===== src/fpb_consts.svh =====
/*
 * Constants of the front-panel button sequencer: register offsets, field
 * positions, reset values and timing figures.
 * Assumes a 125 MHz system clock; included by bare name, definitions only.
 */
`ifndef FPB_CONSTS_SVH
`define FPB_CONSTS_SVH

// ----------------------------------------
// Timing
// ----------------------------------------
`define CLK_MHZ         125
`define TICK_US         1000
`define TICK_CYC        (`TICK_US * `CLK_MHZ)
`define HOLD_SLOW_MS    5000
`define HOLD_FAST_MS    10000
`define CONFIRM_MS      3000
`define CONFIRM_PRESSES 3
`define LOCK_WIN_MS     100
`define DARK_MS         1000
`define FB_MS           768
`define FB_BIT          7
`define SLOW_BIT        9
`define FAST_BIT        7

// ----------------------------------------
// Register map and fields
// ----------------------------------------
`define REG_CTRL        8'h00
`define REG_STATUS      8'h04
`define REG_ANALOG      8'h08
`define REG_IRQ_STAT    8'h0C
`define REG_IRQ_MASK    8'h10
`define CTRL_VSEL_OFF   0
`define CTRL_ASEL_OFF   1
`define CTRL_DHCP       2
`define CTRL_LOCK       3
`define EV_VID          0
`define EV_AUD          1
`define EV_USER         2
`define EV_LOCK         3
`define EV_DHCP         4
`define EV_FACT         5
`define EV_N            6
`define ANALOG_RST      4'h1
`define MASK_RST        6'h00
`define RESP_OKAY       2'h0
`define RESP_SLVERR     2'h2

// ----------------------------------------
// Selections
// ----------------------------------------
`define N_IN            4
`define VID_AUTO        3'h4
`define AUD_EMB         2'h0
`define AUD_LAST        2'h2
`define NLED            5

`endif


===== src/fpb_pkg.sv =====
/*
 * Types shared by the front-panel button sequencer.
 * Assumes nothing beyond a SystemVerilog compiler.
 */
package fpb_pkg;

	// Hold-and-confirm gesture states of the user-action button
	typedef enum {
		GS_IDLE,
		GS_HELD,
		GS_ARM_D,
		GS_ARM_F,
		GS_CONF_D,
		GS_CONF_F,
		GS_DARK_D,
		GS_DARK_F
	} fpb_gest_t;

	typedef logic [2:0] fpb_vid_t;
	typedef logic [1:0] fpb_aud_t;

endpackage : fpb_pkg


===== src/fpb_press.sv =====
/*
 * Press detector: registered level and one-cycle rising-edge pulse for each
 * button.
 * Assumes button levels already synchronous to aclk and free of bounce.
 */
`timescale 1ns/1ps
`default_nettype none

module fpb_press #(
	parameter int N = 4
) (
	input  wire logic         aclk,
	input  wire logic         aresetn,
	input  wire logic [N-1:0] btn,
	output logic      [N-1:0] level,
	output logic      [N-1:0] rise
);

	// ----------------------------------------
	// Per-button edge detect
	// ----------------------------------------
	genvar i;
	generate
		for (i = 0; i < N; i++) begin : g_btn
			// Level and edge taken in the same edge, so rise lines up with level
			always_ff @(posedge aclk) begin
				if (!aresetn) begin
					level[i] <= 1'b0;
					rise[i]  <= 1'b0;
				end else begin
					level[i] <= btn[i];
					rise[i]  <= btn[i] & ~level[i];
				end
			end
		end
	endgenerate

endmodule : fpb_press

`default_nettype wire


===== src/fpb_sequencer.sv =====
/*
 * Front-panel button sequencer: video and audio selection, control lock,
 * DHCP and factory-reset hold gestures, LED feedback, event interrupt and
 * an AXI4-Lite register slave.
 * Assumes synchronous debounced buttons, a 125 MHz aclk and that stored
 * settings persist outside this block across a reboot.
 */
`timescale 1ns/1ps
`default_nettype none
`include "fpb_consts.svh"

module fpb_sequencer
	import fpb_pkg::*;
#(
	parameter logic [16:0] P_TICK_CYC     = 17'(`TICK_CYC),
	parameter logic [13:0] P_HOLD_SLOW_MS = 14'(`HOLD_SLOW_MS),
	parameter logic [13:0] P_HOLD_FAST_MS = 14'(`HOLD_FAST_MS),
	parameter logic [13:0] P_CONFIRM_MS   = 14'(`CONFIRM_MS)
) (
	input  wire logic        aclk,
	input  wire logic        aresetn,
	input  wire logic [7:0]  awaddr,
	input  wire logic        awvalid,
	output logic             awready,
	input  wire logic [31:0] wdata,
	input  wire logic [3:0]  wstrb,
	input  wire logic        wvalid,
	output logic             wready,
	output logic [1:0]       bresp,
	output logic             bvalid,
	input  wire logic        bready,
	input  wire logic [7:0]  araddr,
	input  wire logic        arvalid,
	output logic             arready,
	output logic [31:0]      rdata,
	output logic [1:0]       rresp,
	output logic             rvalid,
	input  wire logic        rready,
	input  wire logic        btn_video,
	input  wire logic        btn_audio,
	input  wire logic        user_action_button,
	input  wire logic        btn_reset,
	output fpb_vid_t         video_route,
	output fpb_aud_t         audio_route,
	output logic [1:0]       embed_port,
	output logic [`NLED-1:0] led_front,
	output logic             heartbeat_led,
	output logic             dhcp_enable,
	output logic             user_event,
	output logic             factory_restore,
	output logic             reboot_req,
	output logic             irq
);

	// ----------------------------------------
	// Buttons and millisecond time base
	// ----------------------------------------
	logic [3:0]      b_lvl;
	logic [3:0]      b_rise;
	logic [16:0]     div;
	logic            tick;
	logic [9:0]      ms_free;
	wire             div_end = (div == P_TICK_CYC - 17'd1);
	wire             v_rise  = b_rise[0];
	wire             a_rise  = b_rise[1];
	wire             u_rise  = b_rise[2];
	wire             r_rise  = b_rise[3];
	wire             u_lvl   = b_lvl[2];

	fpb_press #(.N(4)) u_press (
		.aclk    (aclk),
		.aresetn (aresetn),
		.btn     ({btn_reset, user_action_button, btn_audio, btn_video}),
		.level   (b_lvl),
		.rise    (b_rise)
	);

	// One-cycle tick per ms; all slow timing counts these
	always_ff @(posedge aclk) begin
		if (!aresetn) begin
			div     <= 17'h00000;
			tick    <= 1'b0;
			ms_free <= 10'h000;
		end else begin
			div     <= div_end ? 17'h00000 : div + 17'd1;
			tick    <= div_end;
			ms_free <= tick ? ms_free + 10'd1 : ms_free;
		end
	end

	// ----------------------------------------
	// Settings and selection state
	// ----------------------------------------
	logic            vsel_off;
	logic            asel_off;
	logic            lock;
	logic [3:0]      analog;
	fpb_vid_t        vid;
	fpb_aud_t        aud;
	fpb_gest_t       gst;
	fpb_gest_t       next_gst;
	logic [13:0]     g_ms;
	logic [1:0]      presses;
	logic            pend_a;
	logic            pend_u;
	logic [6:0]      win;
	logic [9:0]      fb_ms;

	// ----------------------------------------
	// Combo window: audio and user within the lock window
	// ----------------------------------------
	// Both presses are held back for the window, so a lock combo steps audio only if the user press
	// lands in the cycle that closes the audio window; costs 100 ms of latency on those two buttons.
	wire gidle   = (gst == GS_IDLE);
	wire u_in    = u_rise & gidle;
	wire combo   = (a_rise & (u_in | pend_u)) | (u_in & pend_a);
	wire win_end = tick & (pend_a | pend_u) & (win == 7'(`LOCK_WIN_MS - 1));
	wire a_exp   = pend_a & ~pend_u & win_end;
	wire u_exp   = pend_u & ~pend_a & win_end;

	always_ff @(posedge aclk) begin
		if (!aresetn) begin
			pend_a <= 1'b0;
			pend_u <= 1'b0;
			win    <= 7'h00;
		end else begin
			pend_a <= combo ? 1'b0 : a_rise ? 1'b1 : win_end ? 1'b0 : pend_a;
			pend_u <= combo ? 1'b0 : u_in ? 1'b1 : win_end ? 1'b0 : pend_u;
			if (a_rise | u_in)
				win <= 7'h00;
			else if (tick & (pend_a | pend_u))
				win <= win + 7'd1;
		end
	end

	// ----------------------------------------
	// Press decoding
	// ----------------------------------------
	wire       vid_press = v_rise & ~lock;
	wire       aud_press = a_exp & ~lock;
	wire       user_ev   = u_exp & ~lock;
	wire       vid_go    = vid_press & ~vsel_off;
	wire       aud_go    = aud_press & ~asel_off;
	wire       fb_start  = combo | (lock & (v_rise | a_exp | u_exp));
	wire       vid_an    = (vid != `VID_AUTO) & analog[vid[1:0]];
	// Autoselect sits after the last input, then the order wraps
	wire [2:0] vid_nx    = (vid == `VID_AUTO) ? 3'h0 : vid + 3'd1;
	wire [1:0] aud_inc   = (aud == `AUD_LAST) ? `AUD_EMB : aud + 2'd1;
	// Analog video carries no audio, so embedded is stepped over
	wire [1:0] aud_nx    = (aud_inc == `AUD_EMB && vid_an) ? aud_inc + 2'd1 : aud_inc;

	// ----------------------------------------
	// Gesture state machine
	// ----------------------------------------
	wire g_chg     = (gst != next_gst);
	wire conf3     = u_rise & (presses == 2'(`CONFIRM_PRESSES - 1));
	wire dhcp_done = (gst == GS_CONF_D) & (next_gst == GS_DARK_D);
	wire fact_go   = (gst == GS_CONF_F) & (next_gst == GS_DARK_F);
	wire fact_done = (gst == GS_DARK_F) & (next_gst == GS_IDLE);

	always_comb begin
		next_gst = gst;
		case (gst)
			GS_IDLE: begin
				if (u_in & ~lock & ~combo)
					next_gst = GS_HELD;
			end
			GS_HELD: begin
				if (combo | ~u_lvl)
					next_gst = GS_IDLE;
				else if (g_ms >= P_HOLD_SLOW_MS)
					next_gst = GS_ARM_D;
			end
			GS_ARM_D: begin
				if (~u_lvl)
					next_gst = GS_CONF_D;
				else if (g_ms >= P_HOLD_FAST_MS - P_HOLD_SLOW_MS)
					next_gst = GS_ARM_F;
			end
			GS_ARM_F: begin
				if (~u_lvl)
					next_gst = GS_CONF_F;
			end
			GS_CONF_D: begin
				if (conf3)
					next_gst = GS_DARK_D;
				else if (g_ms >= P_CONFIRM_MS)
					next_gst = GS_IDLE;
			end
			GS_CONF_F: begin
				if (conf3)
					next_gst = GS_DARK_F;
				else if (g_ms >= P_CONFIRM_MS)
					next_gst = GS_IDLE;
			end
			GS_DARK_D, GS_DARK_F: begin
				if (g_ms >= 14'(`DARK_MS))
					next_gst = GS_IDLE;
			end
			default: next_gst = GS_IDLE;
		endcase
	end

	// Timer restarts on each state change and saturates while held
	always_ff @(posedge aclk) begin
		if (!aresetn) begin
			gst     <= GS_IDLE;
			g_ms    <= 14'h0000;
			presses <= 2'h0;
		end else begin
			gst <= next_gst;
			if (g_chg)
				g_ms <= 14'h0000;
			else if (tick && g_ms != 14'h3FFF)
				g_ms <= g_ms + 14'd1;
			if (g_chg)
				presses <= 2'h0;
			else if (u_rise)
				presses <= presses + 2'd1;
		end
	end

	// ----------------------------------------
	// AXI4-Lite slave
	// ----------------------------------------
	logic [`EV_N-1:0] irq_stat;
	logic [`EV_N-1:0] irq_mask;
	wire              wr_en   = awready & awvalid & wvalid;
	wire              rd_en   = arready & arvalid;
	wire              wr_ctrl = wr_en & (awaddr == `REG_CTRL) & wstrb[0];
	wire              wr_an   = wr_en & (awaddr == `REG_ANALOG) & wstrb[0];
	wire              wr_mask = wr_en & (awaddr == `REG_IRQ_MASK) & wstrb[0];
	wire              rd_stat = rd_en & (araddr == `REG_IRQ_STAT);
	wire              w_map   = (awaddr == `REG_CTRL) | (awaddr == `REG_STATUS) |
	                            (awaddr == `REG_ANALOG) | (awaddr == `REG_IRQ_STAT) |
	                            (awaddr == `REG_IRQ_MASK);
	wire [31:0]       st_word = {24'h000000, lock, dhcp_enable, aud, 1'b0, vid};
	wire [31:0]       ct_word = {28'h0000000, lock, dhcp_enable, asel_off, vsel_off};
	logic [31:0]      rd_mux;
	logic             rd_hit;

	always_comb begin
		rd_mux = 32'h00000000;
		rd_hit = 1'b1;
		case (araddr)
			`REG_CTRL:     rd_mux = ct_word;
			`REG_STATUS:   rd_mux = st_word;
			`REG_ANALOG:   rd_mux = {28'h0000000, analog};
			`REG_IRQ_STAT: rd_mux = {26'h0000000, irq_stat};
			`REG_IRQ_MASK: rd_mux = {26'h0000000, irq_mask};
			default:       rd_hit = 1'b0;
		endcase
	end

	// Write: address and data taken together, response after both
	always_ff @(posedge aclk) begin
		if (!aresetn) begin
			awready <= 1'b0;
			wready  <= 1'b0;
			bvalid  <= 1'b0;
			bresp   <= `RESP_OKAY;
		end else begin
			awready <= awvalid & wvalid & ~bvalid & ~awready;
			wready  <= awvalid & wvalid & ~bvalid & ~awready;
			if (wr_en) begin
				bvalid <= 1'b1;
				bresp  <= w_map ? `RESP_OKAY : `RESP_SLVERR;
			end else if (bready)
				bvalid <= 1'b0;
		end
	end

	// Read: one cycle from accept to data
	always_ff @(posedge aclk) begin
		if (!aresetn) begin
			arready <= 1'b0;
			rvalid  <= 1'b0;
			rdata   <= 32'h00000000;
			rresp   <= `RESP_OKAY;
		end else begin
			arready <= arvalid & ~arready & ~rvalid;
			if (rd_en) begin
				rvalid <= 1'b1;
				rdata  <= rd_mux;
				rresp  <= rd_hit ? `RESP_OKAY : `RESP_SLVERR;
			end else if (rready)
				rvalid <= 1'b0;
		end
	end

	// ----------------------------------------
	// Settings registers
	// ----------------------------------------
	// Hardware gestures win over a software write in the same cycle.
	// Nothing here is cleared by the reset button: that only requests a
	// reboot from the outside world, which keeps its stored settings.
	always_ff @(posedge aclk) begin
		if (!aresetn) begin
			vsel_off    <= 1'b0;
			asel_off    <= 1'b0;
			dhcp_enable <= 1'b0;
			lock        <= 1'b0;
			analog      <= `ANALOG_RST;
			irq_mask    <= `MASK_RST;
		end else begin
			if (fact_go) begin
				vsel_off    <= 1'b0;
				asel_off    <= 1'b0;
				dhcp_enable <= 1'b0;
				lock        <= 1'b0;
				analog      <= `ANALOG_RST;
			end else begin
				if (wr_ctrl) begin
					vsel_off <= wdata[`CTRL_VSEL_OFF];
					asel_off <= wdata[`CTRL_ASEL_OFF];
				end
				if (dhcp_done)
					dhcp_enable <= 1'b1;
				else if (wr_ctrl)
					dhcp_enable <= wdata[`CTRL_DHCP];
				if (combo)
					lock <= ~lock;
				else if (wr_ctrl)
					lock <= wdata[`CTRL_LOCK];
				if (wr_an)
					analog <= wdata[3:0];
			end
			if (wr_mask)
				irq_mask <= wdata[`EV_N-1:0];
		end
	end

	// ----------------------------------------
	// Selection registers
	// ----------------------------------------
	always_ff @(posedge aclk) begin
		if (!aresetn) begin
			vid <= 3'h0;
			aud <= `AUD_EMB;
		end else if (fact_go) begin
			vid <= 3'h0;
			aud <= `AUD_EMB;
		end else begin
			if (vid_go)
				vid <= vid_nx;
			if (aud_go)
				aud <= aud_nx;
		end
	end

	// ----------------------------------------
	// Events and interrupt
	// ----------------------------------------
	wire [`EV_N-1:0] ev = {fact_done, dhcp_done, combo, user_ev, aud_press, vid_press};

	// Set wins over the read-clear in the same cycle
	always_ff @(posedge aclk) begin
		if (!aresetn) begin
			irq_stat <= {`EV_N{1'b0}};
			irq      <= 1'b0;
		end else begin
			irq_stat <= (irq_stat & ~{`EV_N{rd_stat}}) | ev;
			irq      <= |(irq_stat & irq_mask);
		end
	end

	// ----------------------------------------
	// LED feedback
	// ----------------------------------------
	wire           fb_act  = (fb_ms != 10'h000);
	wire           dark    = (gst == GS_DARK_D) | (gst == GS_DARK_F);
	wire           arm_s   = (gst == GS_ARM_D) | (gst == GS_CONF_D);
	wire           arm_f   = (gst == GS_ARM_F) | (gst == GS_CONF_F);
	wire [`NLED-1:0] all_on = {`NLED{1'b1}};
	wire [`NLED-1:0] norm  = `NLED'(1) << vid;
	logic [`NLED-1:0] next_led;

	// Three-blink counter: three on-phases of 128 ms each
	always_ff @(posedge aclk) begin
		if (!aresetn)
			fb_ms <= 10'h000;
		else if (fb_start)
			fb_ms <= 10'h001;
		else if (fb_act & tick)
			fb_ms <= (fb_ms == 10'(`FB_MS - 1)) ? 10'h000 : fb_ms + 10'd1;
	end

	// Priority: dark, three-blink, gesture blink, then normal routing
	always_comb begin
		if (dark)
			next_led = {`NLED{1'b0}};
		else if (fb_act)
			next_led = fb_ms[`FB_BIT] ? {`NLED{1'b0}} : all_on;
		else if (arm_s)
			next_led = ms_free[`SLOW_BIT] ? all_on : {`NLED{1'b0}};
		else if (arm_f)
			next_led = ms_free[`FAST_BIT] ? all_on : {`NLED{1'b0}};
		else
			next_led = norm;
	end

	// ----------------------------------------
	// Registered outputs
	// ----------------------------------------
	always_ff @(posedge aclk) begin
		if (!aresetn) begin
			led_front       <= {`NLED{1'b0}};
			heartbeat_led   <= 1'b0;
			video_route     <= 3'h0;
			audio_route     <= `AUD_EMB;
			embed_port      <= 2'h0;
			user_event      <= 1'b0;
			factory_restore <= 1'b0;
			reboot_req      <= 1'b0;
		end else begin
			led_front       <= next_led;
			heartbeat_led   <= ms_free[`SLOW_BIT];
			video_route     <= vid;
			audio_route     <= aud;
			embed_port      <= vid[1:0];
			user_event      <= user_ev;
			factory_restore <= fact_done;
			reboot_req      <= fact_done | r_rise;
		end
	end

endmodule : fpb_sequencer

`default_nettype wire


===== config.mk =====
export PLATFORM = sky130hd
export DESIGN_NAME = fpb_sequencer
export DESIGN_NICKNAME = d
export VERILOG_FILES = /design/src/fpb_pkg.sv /design/src/fpb_press.sv /design/src/fpb_sequencer.sv
export VERILOG_INCLUDE_DIRS = /design/src /design/src/src
export SDC_FILE = /design/constraint.sdc
export NUM_CORES = 1
export LEC_CHECK = 0
export BUFFER_PORTS_ARGS = -buffer_cell sky130_fd_sc_hd__buf_2
export CAP_MARGIN = 20
export CORE_UTILIZATION = 46
export DETAILED_ROUTE_END_ITERATION = 8
export PLACE_DENSITY = 0.78
export SLEW_MARGIN = 20
export SYNTH_ARGS = -nofsm -noshare
export SYNTH_HDL_FRONTEND = slang
export SYNTH_SLANG_ARGS = --single-unit

===== constraint.sdc =====
create_clock -name aclk -period 3 [get_ports aclk]
set_clock_uncertainty 0.2 [all_clocks]
set_input_delay 0.3 -clock aclk [delete_from_list [all_inputs] [get_ports aclk]]
set_output_delay 0.3 -clock aclk [all_outputs]
set_load 0.01 [all_outputs]

==> summary.md, run 1 <==
| Metric | Value |
|---|---|
| Crit path launch type | flop |
| Layout cell share with drive strength beyond 1 | between 15 and 20% |
| Max Slew Vio Count | 0 |
| Hold path depth | 3 |
| CP max stage cell | dfxtp_1 |
| Most common cell after layout, fill and taps aside | dfxtp_1 |
| Post-route ant nets | 0 |
| Post-CTS sizing | 0 |
| Placed cells | 969 |
| Mean area per synthesized cell | between 9 and 10 um2 |
| P_leak | roughly 3.2 nW |
| I/O Buffers | 66 |
| Largest net degree at the start of global routing | 27 |
| Clock Sinks | about 160 |
| PwrDens | roughly 570 mW/mm2 |
| Drt pass-1 iters | 5 |
| Tcrit/Tclk final | 81.3% |
| CTS clk-pin slew, worst paths | approximately 0.060 ns |
| Initial core utilization | a little under half |
| Post-synth top flop | dfxtp_1 |
| Top-Level Pins | between 100 and 150 |
| Post-synthesis instance total | around 720 |
| Die area | approximately 0.015 mm2 |
| CP peak stage delay | 0.62 ns |
| Fin Setup TNS | 0 ns |
| Worst rel slew slack | 51.5% |
| Area growth from synthesis to layout | 17.9% |
| # Post-CTS Setup Buffers | 0 |
| FILL cells | 1232 |
| Row cnt | 43 |
| Commonest non-fill, non-tap cells in the layout | dfxtp_1 (157), nor2_1 (104), buf_2 (66), conb_1 (55), nand2_1 (43) |
| Vias in the first global route | 4798 |
| Outcome | finished, final reports clean |
| RSZ-0062 raised after global routing | false |
| Initial DRC count | roughly 350 |
| First-pass GRT wire length | approximately 22000 um |
| Worst VDD drop | approximately 0.00045 V |
| H-tree lvl count | 4 |
| #FFs+latches synth | approximately 160 |
| Async SR Flop Fraction | 0% |
| Sequential area share after synthesis | ~46% |
| Die X-Extent | between 100 and 150 um |
| Hold Path Origin | wvalid |
| Slew at the pin with the worst max-slew slack | between 0.7 and 0.8 ns |
| Die boundary height | 123 um |
| Cts hold-fix bufs | 15 |
| Worst-Skew Late Latency | ~0.42 ns |
| Worst reg-to-reg setup slack | 0.56 ns |
| Gr usage total | a little under a fifth |
| R2r startpoint | gst[1] |
| Number of hold violations in the final report | 0 |
| Antenna diodes | 0 |
| CTS tree | yes |
| Crit. End Element | flop |
| Post-synth EDFFs | 0 |
| Depth of the most critical reg-to-reg path | 5 |
| Final Wtd Congestion | around 0.85 |
| RR Endpoint | presses[1] |
| DR WL/cell | 13.2 um |
| Detailed-route via count | about 5300 |
| Fmax | roughly 400 MHz |
| Ys Warns | 0 |
| Crit-path cells | inv_1, mux2_4, o311ai_4, o2111ai_4, a211oi_2 |
| Arr. time, crit path | between 2 and 3 ns |
| DRT Wirelength | around 13000 um |
| Distinct cells, synth | 73 |
| Vias per cell | between 5 and 6 |
| Nets | about 900 |
| Cts bufs inserted | 17 |
| Core outline area | ~0.014 mm2 |
| Hpwl dp | between 9000 and 10000 um |
| DRC viols | 0 |
| Fin util | 56.5% |
| Initial antenna violation count | 0 |
| GR Overflow Total | 0 |
| Hold_ws | 0.0444 ns |
| Max-cap violations | 0 |
| DP Worst Slack | roughly 0.60 ns |
| Finished Layout Cells | 1016 |
| Final min period | 2.44 ns |
| # setup viols final | 0 |
| Synth Cell Area | between 0.006 and 0.007 mm2 |
| Critical path peak fanout | 16 |
| Req. time, crit path | 3.14 ns |
| CTS root buf | clkbuf_16 |
| Hold Path Sink | bvalid |
| Setup CP Type | reg -> reg |
| Clock buffer depth | 2 |
| Hold Path Class | in -> reg |
| Worst setup margin | around 0.56 ns |
worst max-delay path, delay by kind of cell (launching register included):
family / cells / cell delay, ns
flops: 1 / 0.62
mux: 1 / 0.37
buf+inv: 1 / 0.24
compound gates: 3 / 0.92
where the power goes:
group / total [mW] / internal (mW) / switching, mW / leakage (nW)
clock network: 2.28 / 1.48 / 0.807 / 0.316
registers: 2.15 / 2.12 / 0.0213 / 1.28
logic: 0.164 / 0.0665 / 0.0977 / 1.58
total: 4.60 / 3.67 / 0.926 / 3.18
state kept, by name, indices dropped and copies added, names as in the netlist, 2 cells and up:
| name | count |
|---|---|
| div | 17 |
| presses | 2 |
| vid | 3 |
| fb_ms | 10 |
| aud | 2 |
| gst | 32 |
| analog | 4 |
| audio_route | 2 |
| ms_free | 10 |
| g_ms | 14 |
| rdata | 8 |
| u_press.rise | 4 |
| win | 7 |
| u_press.level | 4 |
| irq_stat | 6 |
| irq_mask | 6 |
| video_route | 3 |
| led_front | 5 |
metal layers:
layer | GRT usage, % | up-vias | share of wire, %
li1 | - | 2642 | -
met1 | 22.6 | 2434 | 45
met2 | 30.9 | 161 | 48
met3 | 5.81 | 20 | 5.6
met4 | 7.00 | 0 | 1.5
met5 | 0 | - | 0
cell type report:
cell class | count | area [um2] | share of cell area [%]
Timing Repair Buffer | 85 | 510 | 6.38
Inverter | 19 | 71.3 | 0.892
Clock inverter | 10 | 160 | 2.00
Tap cell | 180 | 225 | 2.82
Multi-Input combinational cell | 543 | 3400 | 42.5
Clock buffer | 22 | 484 | 6.06
Sequential cell | 157 | 3140 | 39.3
stage by stage:
| stage | power (mW) | instance area (um2) |
|---|---|---|
| after floorplan | 2.31 | 6980 |
| after global placement | 2.33 | 7200 |
| after detailed placement | 2.34 | 7200 |
| after CTS | 4.64 | 8000 |
| after global routing | 4.77 | 8000 |
| final | 4.60 | 8000 |
cell usage after synthesis (all sizes together), types with 2 or more instances:
| cell type | number | area, um2 |
|---|---|---|
| nor3 | 12 | 60.1 |
| o2111ai | 4 | 52.6 |
| a22o | 4 | 35.0 |
| and4 | 5 | 47.6 |
| nand3b | 5 | 37.5 |
| a211oi | 3 | 27.5 |
| dfxtp | 157 | 3140 |
| xnor2 | 27 | 236 |
| mux4 | 4 | 90.1 |
| o311ai | 4 | 52.6 |
| xor2 | 25 | 219 |
| a31oi | 10 | 62.6 |
| nand3 | 28 | 140 |
| nor4 | 18 | 128 |
| ha | 13 | 163 |
| and2 | 17 | 106 |
| nand2 | 43 | 161 |
| or4b | 3 | 30.0 |
| a21oi | 26 | 130 |
| nor4b | 3 | 26.3 |
| clkbuf | 15 | 77.6 |
| nor2b | 13 | 81.3 |
| nand4 | 22 | 144 |
| nor4bb | 2 | 20.0 |
| a22oi | 4 | 30.0 |
| and3 | 7 | 43.8 |
| o211ai | 4 | 35.0 |
| nand2b | 6 | 37.5 |
| inv | 19 | 71.3 |
| nand4b | 2 | 17.5 |
| o21a | 2 | 15.0 |
| buf | 39 | 289 |
| mux2i | 21 | 210 |
| a221oi | 3 | 26.3 |
| o21ai | 13 | 65.1 |
| mux2 | 2 | 26.3 |
| nor2 | 114 | 453 |
kinds of logic (layout without fill, tap and decap cells):
kind of cell	Yosys count	count (layout)	share of synthesized area [%]
AO/OA/AOI/OAI	90	90	9.82
XOR/XNOR	52	52	6.72
adder cells (fa/ha/maj)	13	13	2.40
buffers and inverters	73	136	6.46
flip-flops	157	157	46.4
multiplexers	27	27	4.82
other	1	55	0.0553
AND/OR/NAND/NOR	306	306	23.4
worst max-delay path by stage:
stage,startpoint,to,slack (ns),depth (start not counted)
2_1_floorplan,gst[27],vid[1],1.07,7
3_3_place_gp,gst[1],presses[1],0.63,5
6_report,gst[1],presses[1],0.56,5
4_1_cts,gst[1],presses[1],0.56,5
3_5_place_dp,gst[1],presses[1],0.60,5
5_1_grt,gst[1],presses[1],0.41,5
(Power assumes the default switching activity.)
==> run 2: changes to the inputs <==
Settings changed: PLACE_DENSITY 0.78 to 0.8.
Clock period 3 ns to 2 ns, I/O delays scaled along.
==> summary.md, run 2 (synthesized netlist as in run 1, its figures left out) <==
| Metric | Value |
|---|---|
| FILL cells | 1129 |
| Largest net degree at the start of global routing | 29 |
| Initial DRC count | between 300 and 400 |
| Crit. End Element | flop |
| Gr usage total | 19.8% |
| DP Worst Slack | -0.158 ns |
| Failing checks | setup timing |
| Initial core utilization | between 40 and 50% |
| Final Wtd Congestion | a little under 0.9 |
| CTS root buf | clkbuf_16 |
| Fin Setup TNS | -0.282 ns |
| Max-cap violations | 0 |
| Critical path peak fanout | 7 |
| Worst VDD drop | just over 0.0006 V |
| Slew at the pin with the worst max-slew slack | 0.489 ns |
| Vias in the first global route | slightly above 5000 |
| Die area | approximately 0.015 mm2 |
| Arr. time, crit path | 2.16 ns |
| CP max stage cell | or4b_4 |
| Fmax | roughly 500 MHz |
| First-pass GRT wire length | ~23000 um |
| Finished Layout Cells | approximately 1100 |
| I/O Buffers | 66 |
| Regs by FF count | gst: 32 flops, div: 17 flops, g_ms: 14 flops |
| Tcrit/Tclk final | 102% |
| Core outline area | between 0.01 and 0.015 mm2 |
| Hold Path Class | in -> reg |
| Power Total | 6.86 mW |
| PwrDens | between 800 and 900 mW/mm2 |
| Max Slew Vio Count | 0 |
| Outcome | complete, but fails checks |
| DRC viols | 0 |
| Die boundary height | around 120 um |
| CTS clk-pin slew, worst paths | 0.06 ns |
| Detailed-route via count | between 5000 and 6000 |
| Die X-Extent | 123 um |
| Placed cells | a little over 1000 |
| Row cnt | 43 |
| Crit path launch type | flop |
| Number of hold violations in the final report | 0 |
| Commonest non-fill, non-tap cells in the layout | dfxtp_1 (149), nor2_1 (100), buf_2 (66), conb_1 (55), buf_4 (46) |
| DRT Wirelength | approximately 15000 um |
| Hpwl dp | 9660 um |
| Top-Level Pins | around 120 |
| Antenna diodes | 0 |
| Setup CP Type | reg -> reg |
| RSZ-0062 raised after global routing | true |
| # setup viols final | 10 |
| Worst reg-to-reg setup slack | -0.04 ns |
| Reg with most FFs | gst |
| Final min period | slightly above 2 ns |
| GR Overflow Total | 0 |
| DR WL/cell | between 10 and 15 um |
| H-tree lvl count | 4 |
| Worst rel slew slack | ~67% |
| Post-route ant nets | 0 |
| Area growth from synthesis to layout | 26.5% |
| CP peak stage delay | around 0.51 ns |
| Nets | 950 |
| Vias per cell | 5.22 |
| Initial antenna violation count | 0 |
| Fin util | about three fifths |
| Worst setup margin | -0.0439 ns |
| Drt pass-1 iters | 7 |
| Max reg flops | 32 |
| Worst-Skew Late Latency | about 0.42 ns |
| Clock buffer depth | 2 |
| P_leak | between 3 and 4 nW |
| Most common cell after layout, fill and taps aside | dfxtp_1 |
| Req. time, crit path | approximately 2.1 ns |
| CTS tree | yes |
| Clock Sinks | 157 |
| Layout cell share with drive strength beyond 1 | 23.4% |
| Cts bufs inserted | 17 |
| Crit-path cells | or4b_4, nor2_2, a31oi_1, o2111ai_4, clkbuf_16, nor2_1 |
==> run 2: what timing repair did <==
item	CTS	global route
gates resized for setup	6	37
setup buffers	1	3
pin swaps	2	14
hold buffers	21	0
setup endpoints to repair	39	54
endpoints found under the hold margin	29	0
gates cloned	0	1
==> run 2: layout make-up <==
cell class / count / area [um2] / area share [%]
Inverter: 19 / 71.3 / 0.832
Multi-Input combinational cell: 543 / 3560 / 41.5
Clock buffer: 19 / 443 / 5.16
Clock inverter: 11 / 168 / 1.96
Sequential cell: 157 / 3160 / 36.8
Tap cell: 180 / 225 / 2.63
Timing Repair Buffer: 136 / 951 / 11.1
==> run 2: path summary, 6_finish.rpt <==
path,startpoint,endpoint,depth (start not counted)
min,araddr[3],rdata[6],4
min reg2reg,u_press.level[3],u_press.rise[3],1
max reg2reg,u_press.rise[1],g_ms[1],6
max,u_press.rise[1],g_ms[1],6
==> run 2: stage by stage <==
step	cell area, um2	hold WS, ns
after detailed placement	7530	0.174
final	8580	0.0662
after floorplan	6980	0.119
after global routing	8580	0.0672
after global placement	7530	0.171
after CTS	8390	0.0433
==> run 2: worst max-delay path: cells and delay by family (launching register included) <==
| family | cells | cell delay (ns) |
|---|---|---|
| AO/OA/AOI/OAI | 2 | 0.43 |
| flip-flops | 1 | 0.37 |
| buffers and inverters | 1 | 0.24 |
| AND/OR/NAND/NOR | 3 | 0.70 |
==> run 2: where the power goes <==
part / switching, mW / leakage (nW) / internal [mW]
clock: 1.25 / 0.295 / 2.11
sequential: 0.0395 / 1.28 / 3.18
combinational: 0.160 / 1.87 / 0.121
total: 1.45 / 3.45 / 5.41
==> run 2: metal layers <==
metal	routed length (um)	GRT usage (%)	share of wire [%]	vias up
met3	814	5.40	5.3	18
met2	7770	33.9	51	184
met5	0	0	0	-
li1	-	-	-	2746
met1	6530	23.4	43	2610
met4	215	7.45	1.4	0
==> run 3: changes to the inputs <==
Settings changed: CORE_MARGIN from default to 2.
==> summary.md, run 3 (synthesized netlist as in run 1, its figures left out) <==
| Metric | Value |
|---|---|
| Outcome | complete, but fails checks |
| Failing checks | setup timing |
| Crit. End Element | flop |
| Initial antenna violation count | 0 |
| I/O Buffers | between 60 and 70 |
| Row cnt | between 40 and 50 |
| RSZ-0062 raised after global routing | true |
| DRT Wirelength | between 15000 and 20000 um |
| Top-Level Pins | around 120 |
| Number of hold violations in the final report | 0 |
| Clock buffer depth | 2 |
| Drt pass-1 iters | 5 |
| Most common cell after layout, fill and taps aside | dfxtp_1 |
| Core outline area | between 0.01 and 0.015 mm2 |
| Antenna diodes | 0 |
| CTS root buf | clkbuf_16 |
| Max reg flops | 32 |
| H-tree lvl count | 4 |
| Reg with most FFs | gst |
| Die X-Extent | 125 um |
| DRC viols | 0 |
| Cts bufs inserted | 17 |
| Nets | 952 |
| Max Slew Vio Count | 0 |
| Worst VDD drop | around 0.00077 V |
| Multi-input logic area | 0.00359 mm2 |
| Worst-Skew Late Latency | roughly 0.43 ns |
| Area growth from synthesis to layout | 28.2% |
| Final Wtd Congestion | around 0.90 |
| Largest net degree at the start of global routing | 41 |
| Worst setup margin | -0.00445 ns |
| Arr. time, crit path | roughly 2.2 ns |
| Vias in the first global route | between 5000 and 6000 |
| Slew at the pin with the worst max-slew slack | 0.572 ns |
| Fin util | roughly three fifths |
| Fmax | between 400 and 500 MHz |
| Gr usage total | 19.7% |
| Seq. cell area | roughly 0.0032 mm2 |
| GR Overflow Total | 0 |
| P_leak | 3.49 nW |
| FILL cells | 1119 |
| Power Total | 7.01 mW |
| Critical path peak fanout | 8 |
| DR WL/cell | 14.4 um |
| Initial DRC count | approximately 420 |
| Tcrit/Tclk final | 100% |
| Max-cap violations | 0 |
| Detailed-route via count | 5649 |
| Clock Sinks | between 150 and 200 |
| Regs by FF count | gst: 32 flops, div: 17 flops, g_ms: 14 flops |
| Setup CP Type | reg -> reg |
| # setup viols final | 3 |
| Vias per cell | 5.26 |
| Hpwl dp | 9980 um |
| Layout cell share with drive strength beyond 1 | between 20% and 30% |
| Crit path launch type | flop |
| Final min period | 2.00 ns |
| Die boundary height | about 130 um |
| CTS tree | yes |
| Hold Path Class | in -> reg |
| Worst rel slew slack | 61.4% |
| CTS clk-pin slew, worst paths | 0.06 ns |
| Post-route ant nets | 0 |
| First-pass GRT wire length | ~25000 um |
| Commonest non-fill, non-tap cells in the layout | dfxtp_1 (145), nor2_1 (98), buf_2 (66), conb_1 (55), buf_4 (46) |
| PwrDens | approximately 810 mW/mm2 |
| Die area | 0.0157 mm2 |
| Req. time, crit path | about 2.2 ns |
| Initial core utilization | 46.8% |
[run 3: worst max-delay path: stages (launching register included)]
cell,delay (ns)
dfxtp_2,0.37
a21bo_4,0.23
mux2_4,0.29
o311ai_4,0.33
o2111ai_4,0.22
clkbuf_16,0.24
nor2_4,0.07
[run 3: metal layers]
layer  vias up  wire [um]  global-route usage [%]
met5         -          0                       0
met4         0        512                    9.54
met3        52        827                    4.58
met2       200       7720                    34.0
met1      2652       6360                    22.9
li1       2745          -                       -
[run 3: worst paths after layout]
| path | from | end | slack (ns) | cells after the start |
|---|---|---|---|---|
| worst max-delay path | pend_u | g_ms[6] | -0.004 | 6 |
| worst min-delay path | araddr[3] | rdata[7] | 0.05 | 4 |
| worst max register to register | pend_u | g_ms[6] | -0.004 | 6 |
| worst min register to register | u_press.level[0] | u_press.rise[0] | 0.18 | 1 |
[run 3: timing repair]
| item | in CTS | in global routing |
|---|---|---|
| endpoints found under the hold margin | 29 | 0 |
| resized for setup | 5 | 51 |
| pin swaps | 0 | 29 |
| setup endpoints to repair | 35 | 66 |
| setup buffers | 2 | 2 |
| hold buffers | 20 | 0 |
| cloned | 0 | 1 |
[run 3: through the flow]
stage | instances | cell area [um2] | setup slack [ns] | hold WS, ns | setup TNS [ns]
finish | 1073 | 8690 | -0.00445 | 0.0524 | -0.00692
global route | 1073 | 8690 | -0.105 | 0.0709 | -2.36
CTS | 1070 | 8460 | 0.00318 | 0.0435 | 0
detailed placement | 1016 | 7570 | -0.0657 | 0.173 | -0.858
global placement | 1016 | 7570 | 0.00874 | 0.170 | 0
floorplan | 773 | 6980 | 0.0726 | 0.119 | 0
[run 3: area by class of cell]
type | count | share of cell area [%]
Multi-Input combinational cell | 543 | 41.4
Inverter | 19 | 0.821
Clock buffer | 20 | 5.37
Tap cell | 184 | 2.65
Timing Repair Buffer | 138 | 11.3
Clock inverter | 12 | 2.12
Sequential cell | 157 | 36.4
[run 3: where the power goes]
part / internal, mW / switching, mW / total, mW
logic: 0.125 / 0.162 / 0.286
registers: 3.19 / 0.0397 / 3.23
clock network: 2.20 / 1.30 / 3.50
total: 5.51 / 1.50 / 7.01
